--- src/hdl/flash_host_pkg.sv ---
// Overview of operation
// RL1 - reads drive select and output gate low, write strobe stays high
// RL2 - device starts in array read after power-up or hardware reset
// RL3 - array data returns until a written command changes mode
// RL4 - four-word page; upper bits pick page, two low bits pick word
// RL5 - first access waits full time; in-page accesses wait short time
// RL6 - writes drive write strobe and select low, output gate high
// RL7 - unlock-bypass program takes two write cycles instead of four
// RL8 - erase may cover one sector, several sectors, or whole array
// RL9 - buffered programming accepts at most sixteen words
// RL10 - boost level enters unlock-bypass and allows two-cycle program
// RL11 - boost removed restores normal mode; boost only while accelerated programming (host also drives boost while idle if requested)
// RL12 - identification reads return codes on low data byte, normal timing
// RL13 - select and reset high give standby with outputs high impedance
// RL14 - leaving standby, data valid only after full select access time
// RL15 - deselecting during program or erase does not abort it
// RL16 - automatic sleep after address stable for access time plus 30 ns
// RL17 - sleep keeps output data latched; new address uses normal timing
// RL18 - reset pulse of minimum width aborts operation and returns array read
// RL19 - host restarts an operation that a reset aborted
// RL20 - output gate high puts data pins in high impedance
// RL21 - sector decoded from address bits 21 down to 15
// RL22 - short in-page delay only while page and select unchanged
package flash_host_pkg;
  localparam int CLK_PERIOD_PS        = 5000;
  localparam int ADDR_ACCESS_TIME_PS  = 90000;
  localparam int SELECT_ACCESS_PS     = 90000;
  localparam int IN_PAGE_ACCESS_PS    = 25000;
  localparam int RESET_PULSE_WIDTH_PS = 500000;
  localparam int WRITE_PULSE_PS       = 35000;
  localparam int RECOVERY_PS          = 20000;
  // least times round up to whole cycles
  localparam int ACC_CYC   = (ADDR_ACCESS_TIME_PS + CLK_PERIOD_PS - 1) / CLK_PERIOD_PS;
  localparam int SEL_CYC   = (SELECT_ACCESS_PS + CLK_PERIOD_PS - 1) / CLK_PERIOD_PS;
  localparam int PAGE_CYC  = (IN_PAGE_ACCESS_PS + CLK_PERIOD_PS - 1) / CLK_PERIOD_PS;
  localparam int RST_CYC   = (RESET_PULSE_WIDTH_PS + CLK_PERIOD_PS - 1) / CLK_PERIOD_PS;
  localparam int WE_CYC    = (WRITE_PULSE_PS + CLK_PERIOD_PS - 1) / CLK_PERIOD_PS;
  localparam int REC_CYC   = (RECOVERY_PS + CLK_PERIOD_PS - 1) / CLK_PERIOD_PS;
  localparam int ADDR_W    = 22;
  localparam int DATA_W    = 16;
  localparam int PAGE_LSB  = 2;
  localparam int SECT_LSB  = 15;
  localparam int CNT_W     = 8;
  localparam int ID_W      = 8;
  localparam int MAX_BUF_WORDS = 16;
  localparam logic [1:0] OP_READ  = 2'h0;
  localparam logic [1:0] OP_WRITE = 2'h1;
  localparam logic [1:0] OP_RESET = 2'h2;
  typedef enum logic [2:0] {
    ST_RESET, ST_IDLE, ST_READ, ST_WRITE, ST_RECOVER
  } bus_state_t;
endpackage

--- src/hdl/flash_bus_host.sv ---
`timescale 1ns/1ps
// host-side controller driving the parallel flash pins
module flash_bus_host #(
  parameter int ADDR_W = flash_host_pkg::ADDR_W,
  parameter int DATA_W = flash_host_pkg::DATA_W
) (
  input  wire logic              sys_clk_in,
  input  wire logic              reset_in,
  // user request side
  input  wire logic              req_valid_in,
  input  wire logic [1:0]        req_op_in,
  input  wire logic [ADDR_W-1:0] req_addr_in,
  input  wire logic [DATA_W-1:0] req_wdata_in,
  input  wire logic              boost_req_in,
  output logic                   req_ready_out,
  output logic                   rsp_valid_out,
  output logic [DATA_W-1:0]      rsp_rdata_out,
  output logic [6:0]             rsp_sector_out,
  // flash pins
  output logic [ADDR_W-1:0]      flash_addr_out,
  output logic [DATA_W-1:0]      flash_dq_out,
  output logic                   flash_dq_oe_out,
  input  wire logic [DATA_W-1:0] flash_dq_in,
  output logic                   flash_sel_n_out,
  output logic                   flash_gate_n_out,
  output logic                   flash_wstrobe_n_out,
  output logic                   flash_reset_n_out,
  output logic                   program_boost_pin_out
);
  typedef flash_host_pkg::bus_state_t st_t;
  st_t                     state_r, state_nxt;
  logic [ADDR_W-1:0]       addr_r;
  logic [DATA_W-1:0]       wdata_r, rdata_r;
  logic [DATA_W-1:0]       dq_s1_r, dq_s2_r;
  logic                    page_valid_r;
  logic                    rsp_valid_r;
  logic                    boost_r;
  logic                    tmr_load;
  logic [flash_host_pkg::CNT_W-1:0] tmr_count;
  logic                    tmr_done;
  logic                    same_page;
  logic                    take_req;
  logic [flash_host_pkg::CNT_W-1:0] read_wait;
  logic                    rst_arm_r;
  logic [flash_host_pkg::CNT_W-1:0] rst_low_cnt_r;

  // extra two cycles cover the data synchroniser
  localparam logic [flash_host_pkg::CNT_W-1:0] SYNC_CYC = 8'h02;

  flash_wait_timer #(.W(flash_host_pkg::CNT_W)) u_timer (
    .sys_clk_in (sys_clk_in),
    .reset_in   (reset_in),
    .load_in    (tmr_load),
    .count_in   (tmr_count),
    .done_out   (tmr_done)
  );

  // page hit only while select stays low and upper bits match
  assign same_page = page_valid_r &&
    (req_addr_in[ADDR_W-1:flash_host_pkg::PAGE_LSB] ==
     addr_r[ADDR_W-1:flash_host_pkg::PAGE_LSB]); // see RL4 see RL22
  assign read_wait = same_page ? flash_host_pkg::CNT_W'(flash_host_pkg::PAGE_CYC) + SYNC_CYC
                               : flash_host_pkg::CNT_W'(flash_host_pkg::SEL_CYC) + SYNC_CYC; // see RL5 see RL14
  assign req_ready_out = (state_r == flash_host_pkg::ST_IDLE);
  assign take_req      = req_valid_in && req_ready_out;

  // next state and timer loads
  always_comb begin
    state_nxt = state_r;
    tmr_load  = 1'b0;
    tmr_count = '0;
    case (state_r)
      flash_host_pkg::ST_RESET: begin
        if (rst_arm_r) begin
          // power-up pulse gets the full width as well
          tmr_load  = 1'b1;
          tmr_count = flash_host_pkg::CNT_W'(flash_host_pkg::RST_CYC - 1); // see RL18
        end else if (tmr_done) begin
          state_nxt = flash_host_pkg::ST_IDLE; // requests wait for the pulse end, see RL19
        end
      end
      flash_host_pkg::ST_IDLE: begin
        if (take_req) begin
          tmr_load = 1'b1;
          case (req_op_in)
            flash_host_pkg::OP_READ: begin
              state_nxt = flash_host_pkg::ST_READ;
              tmr_count = read_wait;
            end
            flash_host_pkg::OP_WRITE: begin
              state_nxt = flash_host_pkg::ST_WRITE;
              tmr_count = flash_host_pkg::CNT_W'(flash_host_pkg::WE_CYC); // write strobe low for WE_CYC plus one cycles, see RL7
            end
            default: begin
              state_nxt = flash_host_pkg::ST_RESET;
              // counter holds state one cycle past its load value
              tmr_count = flash_host_pkg::CNT_W'(flash_host_pkg::RST_CYC - 1); // see RL18
            end
          endcase
        end
      end
      flash_host_pkg::ST_READ: begin
        if (tmr_done) begin
          state_nxt = flash_host_pkg::ST_IDLE;
        end
      end
      flash_host_pkg::ST_WRITE: begin
        if (tmr_done) begin
          state_nxt = flash_host_pkg::ST_RECOVER;
          tmr_load  = 1'b1;
          tmr_count = flash_host_pkg::CNT_W'(flash_host_pkg::REC_CYC);
        end
      end
      flash_host_pkg::ST_RECOVER: begin
        if (tmr_done) begin
          state_nxt = flash_host_pkg::ST_IDLE;
        end
      end
      default: state_nxt = flash_host_pkg::ST_IDLE;
    endcase
  end

  // state and request capture
  always_ff @(posedge sys_clk_in) begin
    if (reset_in) begin
      state_r   <= flash_host_pkg::ST_RESET;
      rst_arm_r <= 1'b1;
      addr_r    <= '0;
      wdata_r   <= '0;
    end else begin
      state_r   <= state_nxt;
      rst_arm_r <= 1'b0;
      if (take_req) begin
        addr_r  <= req_addr_in;
        wdata_r <= req_wdata_in;
      end
    end
  end

  // page tracking; any non-read or select release forgets the page
  always_ff @(posedge sys_clk_in) begin
    if (reset_in) begin
      page_valid_r <= 1'b0;
    end else if (state_r == flash_host_pkg::ST_READ && tmr_done) begin
      page_valid_r <= 1'b1;
    end else if (take_req && req_op_in != flash_host_pkg::OP_READ) begin
      page_valid_r <= 1'b0; // see RL5
    end
  end

  // data pins come from another domain, two flops first
  always_ff @(posedge sys_clk_in) begin
    if (reset_in) begin
      dq_s1_r <= '0;
      dq_s2_r <= '0;
    end else begin
      dq_s1_r <= flash_dq_in;
      dq_s2_r <= dq_s1_r;
    end
  end

  // read capture once access time has elapsed
  always_ff @(posedge sys_clk_in) begin
    if (reset_in) begin
      rdata_r     <= '0;
      rsp_valid_r <= 1'b0;
    end else begin
      rsp_valid_r <= (state_r == flash_host_pkg::ST_READ) && tmr_done;
      if ((state_r == flash_host_pkg::ST_READ) && tmr_done) begin
        rdata_r <= dq_s2_r;
      end
    end
  end

  // boost only honoured while idle, writing or recovering; reads and reset pulses drop it
  // in the same cycle, since high voltage outside programming harms the part
  always_ff @(posedge sys_clk_in) begin
    if (reset_in) begin
      boost_r <= 1'b0;
    end else begin
      boost_r <= boost_req_in &&
                 (state_nxt != flash_host_pkg::ST_RESET) &&
                 (state_nxt != flash_host_pkg::ST_READ); // see RL10 see RL11
    end
  end

  // length of each flash reset pulse, for the width check below
  always_ff @(posedge sys_clk_in) begin
    if (reset_in || flash_reset_n_out) begin
      rst_low_cnt_r <= '0;
    end else if (rst_low_cnt_r != '1) begin
      rst_low_cnt_r <= rst_low_cnt_r + 1'b1;
    end
  end

  assign rsp_valid_out  = rsp_valid_r;
  assign rsp_rdata_out  = rdata_r;
  assign rsp_sector_out = addr_r[ADDR_W-1:flash_host_pkg::SECT_LSB]; // see RL21
  assign flash_addr_out = addr_r;
  assign flash_dq_out   = wdata_r;
  // pin strobes decoded from state; select also from page_valid_r
  assign flash_sel_n_out     = !(state_r == flash_host_pkg::ST_READ ||
                                 state_r == flash_host_pkg::ST_WRITE ||
                                 (state_r == flash_host_pkg::ST_IDLE && page_valid_r)); // see RL1
  assign flash_gate_n_out    = (state_r != flash_host_pkg::ST_READ); // see RL1 see RL6
  assign flash_wstrobe_n_out = (state_r != flash_host_pkg::ST_WRITE); // see RL6
  assign flash_dq_oe_out     = (state_r == flash_host_pkg::ST_WRITE) ||
                               (state_r == flash_host_pkg::ST_RECOVER);
  assign flash_reset_n_out   = (state_r != flash_host_pkg::ST_RESET); // see RL18 see RL2
  assign program_boost_pin_out = boost_r;

  // never drive and read at once
  a_no_contention: assert property (@(posedge sys_clk_in) disable iff (reset_in) // see RL6
    !(flash_dq_oe_out && !flash_gate_n_out)) else $error("bus contention");
  a_read_strobes: assert property (@(posedge sys_clk_in) disable iff (reset_in) // see RL1
    !flash_gate_n_out |-> (!flash_sel_n_out && flash_wstrobe_n_out))
    else $error("bad read strobes");
  a_write_strobes: assert property (@(posedge sys_clk_in) disable iff (reset_in) // see RL6
    !flash_wstrobe_n_out |-> (!flash_sel_n_out && flash_gate_n_out))
    else $error("bad write strobes");
  a_reset_width: assert property (@(posedge sys_clk_in) disable iff (reset_in) // see RL18
    $fell(flash_reset_n_out) |-> !flash_reset_n_out [*8])
    else $error("reset pulse short");
  // whole pulse measured by the helper counter, too long for a repetition
  a_reset_full_width: assert property (@(posedge sys_clk_in) disable iff (reset_in) // see RL18
    $rose(flash_reset_n_out) |->
      (rst_low_cnt_r >= flash_host_pkg::CNT_W'(flash_host_pkg::RST_CYC)))
    else $error("reset pulse below minimum width");
  a_page_read_time: assert property (@(posedge sys_clk_in) disable iff (reset_in) // see RL5
    $fell(flash_gate_n_out) |-> !flash_gate_n_out [*5])
    else $error("in-page read too short");
  a_write_pulse: assert property (@(posedge sys_clk_in) disable iff (reset_in) // see RL6
    $fell(flash_wstrobe_n_out) |-> !flash_wstrobe_n_out [*7])
    else $error("write pulse short");
  a_read_response: assert property (@(posedge sys_clk_in) disable iff (reset_in) // see RL3
    $rose(flash_gate_n_out) && state_r == flash_host_pkg::ST_IDLE |-> rsp_valid_out)
    else $error("read response missing");
  a_boost_quiet: assert property (@(posedge sys_clk_in) disable iff (reset_in) // see RL11
    !flash_reset_n_out |-> !program_boost_pin_out)
    else $error("boost during reset");
  a_boost_read_quiet: assert property (@(posedge sys_clk_in) disable iff (reset_in) // see RL11
    !flash_gate_n_out |-> !program_boost_pin_out)
    else $error("boost during read");
endmodule

--- src/hdl/flash_wait_timer.sv ---
`timescale 1ns/1ps
// loadable down counter; done is high when count reaches zero
module flash_wait_timer #(
  parameter int W = 8
) (
  input  wire logic         sys_clk_in,
  input  wire logic         reset_in,
  input  wire logic         load_in,
  input  wire logic [W-1:0] count_in,
  output logic              done_out
);
  logic [W-1:0] cnt_r;
  logic [W-1:0] cnt_nxt;

  assign cnt_nxt  = load_in ? count_in : ((cnt_r != '0) ? cnt_r - 1'b1 : cnt_r);
  // no load term here: the state machine reloads on done, which would loop
  assign done_out = (cnt_r == '0);

  // counter register
  always_ff @(posedge sys_clk_in) begin
    if (reset_in) begin
      cnt_r <= '0;
    end else begin
      cnt_r <= cnt_nxt;
    end
  end
endmodule

--- config.mk ---
export PLATFORM = sky130hd
export DESIGN_NAME = flash_bus_host
export DESIGN_NICKNAME = d
export VERILOG_FILES = /design/src/hdl/flash_host_pkg.sv /design/src/hdl/flash_bus_host.sv /design/src/hdl/flash_wait_timer.sv
export SDC_FILE = /design/constraint.sdc
export NUM_CORES = 1
export LEC_CHECK = 0
export BUFFER_PORTS_ARGS = -buffer_cell sky130_fd_sc_hd__buf_4
export CAP_MARGIN = 20
export CORE_ASPECT_RATIO = 0.7
export CORE_MARGIN = 10
export CORE_UTILIZATION = 45
export CTS_CLUSTER_SIZE = 10
export DETAILED_ROUTE_END_ITERATION = 10
export HOLD_SLACK_MARGIN = 0.08
export PLACE_DENSITY_LB_ADDON = 0.15
export SLEW_MARGIN = 10
export SYNTH_ARGS = -nofsm -noshare
export SYNTH_HDL_FRONTEND = slang
export SYNTH_SLANG_ARGS = --single-unit
--- constraint.sdc ---
create_clock -name sys_clk_in -period 1.7 [get_ports sys_clk_in]
set_input_delay 0.255 -clock sys_clk_in [delete_from_list [all_inputs] [get_ports sys_clk_in]]
set_output_delay 0.255 -clock sys_clk_in [all_outputs]
set_load 0.005 [all_outputs]
==> results.md <==
- Vias post-DR: 3280
- Hold Crit Depth: 2
- Post-synthesis instance area: 0.00390 sq mm
- # diodes: 0
- Pin count of the biggest net entering global routing: 53
- DR DRC count: 0
- Die area: 0.0128 sq mm
- Portion of total power attributed to combinational logic: 10.5%
- Clk_lat worst skew: 0.34 ns
- Maximum fanout count along the critical path: 4
- Ratio of cells with drive above 1 in the final layout: 35.6%
- DR pass1 iterations: 4
- Post-Syn Nets: 506
- Area contributors post-synth: sky130_fd_sc_hd__dfxtp_1 52%, sky130_fd_sc_hd__nand2_1 10%, sky130_fd_sc_hd__a21oi_1 6.7%
- Endpoint kind of the worst setup timing path: register
- Final cell area excluding filler cells: 0.00538 sq mm
- Flip-flop and latch count after synthesis: 101
- Number of placed cells counting well taps: 678
- Category of the worst setup path launch point: register
- Layout fillers: 719
- Routed wire length: 10.1 mm
- CTS sink count: 101
- Worst Setup Slack, final: 0.0616 ns
- Proportion of netlist area held by the largest area contributor: 51.9%
- Cell Pwr Density: 906 mW/mm^2
- Slew Limit Headroom: 62.9%
- Final nets: 635
- Required @ worst endpoint: 1.96 ns
- Gate count after technology mapping: 444
- Max clock buf depth: 2
- MaxCap Viol Count: 0
- Core area: 0.00844 sq mm
- Count of hold buffers inserted by post-cts repair: 0
- Wire length of the first global-routing pass: 16.1 mm
- Final setup violation count: 0
- Final weighted congestion in routability-driven placement: 0.807
- Sequential cell area fraction in the yosys report: 51.9%
- Final count of pins violating max slew: 0
- Drt wl/cell: 14.5 um
- Post-placement cell area: 0.00500 sq mm
- Horizontal die dimension: 131 um
- Initial antenna violation count: 0
- Vias in the first global route: 3179
- Worst Skew: 0.00562 ns
- Post-DR vias/cell: 4.70
- Leading area contributor after synthesis: sky130_fd_sc_hd__dfxtp_1
- Worst Reg-to-Reg Cells: 7
- Sequential cell area: 0.00203 sq mm
- Slowest library cell on the worst path: sky130_fd_sc_hd__or3_4
- Power share of the clock group: 38.8%
- Number of clock buffers inserted by TritonCTS: 9
- Worst min-delay path class: input pin to register
- Post-synth cell types: 40
- Cells along the critical path: inv_1 > ha_2 > nor3b_4 > and2_4 > buf_4 > or3_4 > a211oi_2
- Peak supply drop: 702 uV
- Number of endpoints with negative hold slack in the final report: 0
- Vertical die dimension: 97.9 um
- HPWL after detailed placement: 7.32 mm
- CTS tree: built
- Syn avg cell area: 8.78 sq um
- Number of nets with antenna violations after detailed routing: 0
- Internal Power: 3.72 mW
- Clock period minus final worst setup slack: 1.64 ns
- Combined area of the multi-input logic cells: 0.00173 sq mm
- I/O pin count: 129
- Clock transition at the registers of the reported paths: 0.07 ns
- Setup Crit Path Kind: register to register
- Leakage power of the design: 2.23 nW
- Data arrival, critical path: 1.90 ns
- Number of H-tree levels: 3
- Layout Area Growth over Synthesis: 38.1%
- Effective utilization at floorplan: 46.2%
- Peak per-stage delay on the critical path: 0.36 ns
- Outcome: completed
- Number of I/O port buffers: 128
- Relative contribution of sequential cells to total power: 50.7%
- Worst setup timing slack at the placement stage: 0.0141 ns
- Post-route clock period utilization: 96.4%
- Total number of yosys warnings: 0
- First-iteration detailed-routing DRC count: 162
- Number of standard cells in the final layout excluding fillers: 698
- Row cnt: 28
- Psw: 1.16 mW
- Slew at the pin with the worst max-slew slack: 0.556 ns
- Maximum clock frequency: 610 MHz
- Switch share: 23.7%
- Overall Global Routing Usage: 15.0%
- Residual overflow from global routing: 0
- Clock root buffer master: sky130_fd_sc_hd__clkbuf_16
-- power groups by stage --
stage               Clock, mW  Combinational [mW]  Sequential (mW)
floorplan                   0               0.266             2.52
global placement            0               0.466             2.53
detailed placement          0               0.473             2.53
CTS                      1.95               0.480             2.48
global route             2.04               0.570             2.48
finish                   1.89               0.511             2.48
-- synthesized netlist by cell type --
cell type and n:
sky130_fd_sc_hd__and2_1 4, sky130_fd_sc_hd__a311oi_1 1, sky130_fd_sc_hd__nor2b_1 34, sky130_fd_sc_hd__buf_8 1
sky130_fd_sc_hd__nand2_1 108, sky130_fd_sc_hd__nor2_1 11, sky130_fd_sc_hd__nand2b_1 3, sky130_fd_sc_hd__dfxtp_1 101
sky130_fd_sc_hd__a21oi_2 9, sky130_fd_sc_hd__buf_1 1, sky130_fd_sc_hd__a21oi_1 52, sky130_fd_sc_hd__buf_6 1
sky130_fd_sc_hd__nor3_1 5, sky130_fd_sc_hd__o21a_1 3, sky130_fd_sc_hd__nand3_2 1, sky130_fd_sc_hd__or3_1 3
sky130_fd_sc_hd__xnor2_1 17, sky130_fd_sc_hd__nor3b_1 2, sky130_fd_sc_hd__a21o_1 1, sky130_fd_sc_hd__buf_4 8
sky130_fd_sc_hd__nand4_1 6, sky130_fd_sc_hd__o211a_1 1, sky130_fd_sc_hd__a211oi_1 2, sky130_fd_sc_hd__and3_1 2
sky130_fd_sc_hd__inv_1 5, sky130_fd_sc_hd__o21ai_0 5, sky130_fd_sc_hd__nor4_4 1, sky130_fd_sc_hd__clkbuf_1 17
sky130_fd_sc_hd__buf_2 6, sky130_fd_sc_hd__o21bai_1 2, sky130_fd_sc_hd__xor2_1 8, sky130_fd_sc_hd__or3_4 1
sky130_fd_sc_hd__or2_2 2, sky130_fd_sc_hd__nand3_1 2, sky130_fd_sc_hd__ha_1 2, sky130_fd_sc_hd__nor3b_2 1
sky130_fd_sc_hd__nand2_2 9, sky130_fd_sc_hd__a31oi_1 2, sky130_fd_sc_hd__nor4_1 3, sky130_fd_sc_hd__a221oi_1 1
-- kinds of logic after synthesis --
logic type	Yosys count	synth area share, %
AOI/OAI and AO/OA	79	11.9
xor gates and xnor gates	25	5.62
adders and majority gates	2	0.642
buffers and inverters	39	5.20
DFF	101	51.9
and+or+nand+nor	198	24.8
-- flip-flops by register name (all words and copies together), names as in the netlist --
name	count
dq_s1_r	16
dq_s2_r	16
flash_addr_out	22
flash_dq_out	16
page_valid_r	1
program_boost_pin_out	1
rsp_rdata_out	16
rsp_valid_out	1
rst_arm_r	1
state_r	3
u_timer.cnt_r	8
-- cell type report --
cell class	count	share of cell area, %
Tap cell	120	2.79
Sequential cell	101	37.7
Inverter	5	0.349
Clock inverter	7	0.930
Clock buffer	9	4.18
Multi-Input combinational cell	304	32.2
Timing Repair Buffer	152	21.9
-- repair_timing --
item | 4_1_cts | 5_1_grt
pin swaps | 0 | 3
endpoints found under the hold margin | 0 | 0
resized for setup | 2 | 14
gates cloned | 0 | 1
buffers inserted | 0 | 3
setup endpoints to repair | 2 | 22
-- worst paths after layout --
kind / endpoint / slack (ns) / start
setup reg to reg: u_timer.cnt_r[3] / 0.06 / u_timer.cnt_r[0]
hold / removal: dq_s1_r[5] / 0.12 / flash_dq_in[5]
setup / recovery: u_timer.cnt_r[3] / 0.06 / u_timer.cnt_r[0]
hold reg to reg: dq_s2_r[14] / 0.43 / dq_s1_r[14]
-- per-layer routing --
layer	vias to the layer above	share of wire [%]	track usage, %
li1	1694	-	-
met1	1490	44	17.9
met2	83	48	24.2
met3	13	6.4	5.78
met4	0	1.5	5.09
met5	-	0	0
-- stage by stage --
step / utilization [%] / hold slack, ns / setup TNS [ns] / power, mW
after detailed placement: 59.3 / 0.421 / 0 / 3.00
after floorplan: - / 0.283 / 0 / 2.79
after global placement: 59.3 / 0.418 / 0 / 2.99
after CTS: 62.6 / 0.107 / 0 / 4.91
final: 63.8 / 0.116 / 0 / 4.88
after global routing: 63.8 / 0.115 / -0.0186 / 5.09
-- worst max-delay path, delay by kind of cell (launching register included) --
kind	cells	cell delay [ns]
AOI/OAI and AO/OA	1	0.17
buffers and inverters	2	0.20
DFF	1	0.34
adders and majority gates	1	0.18
and+or+nand+nor	3	0.68
-- layout by cell type (no fill, tap or decap), drive strengths merged, types with 5 or more instances in the layout --
cell type / synthesis / routed
nor2: 11 / 11
xnor2: 17 / 17
a21oi: 61 / 61
buf: 17 / 151
nor2b: 34 / 34
clkbuf: 17 / 10
o21ai: 5 / 5
nor3: 5 / 5
inv: 5 / 7
xor2: 8 / 8
nand4: 6 / 6
nand2: 117 / 117
clkinv: 0 / 5
dfxtp: 101 / 101
No activity file was read; power rests on OpenSTA's default activity.
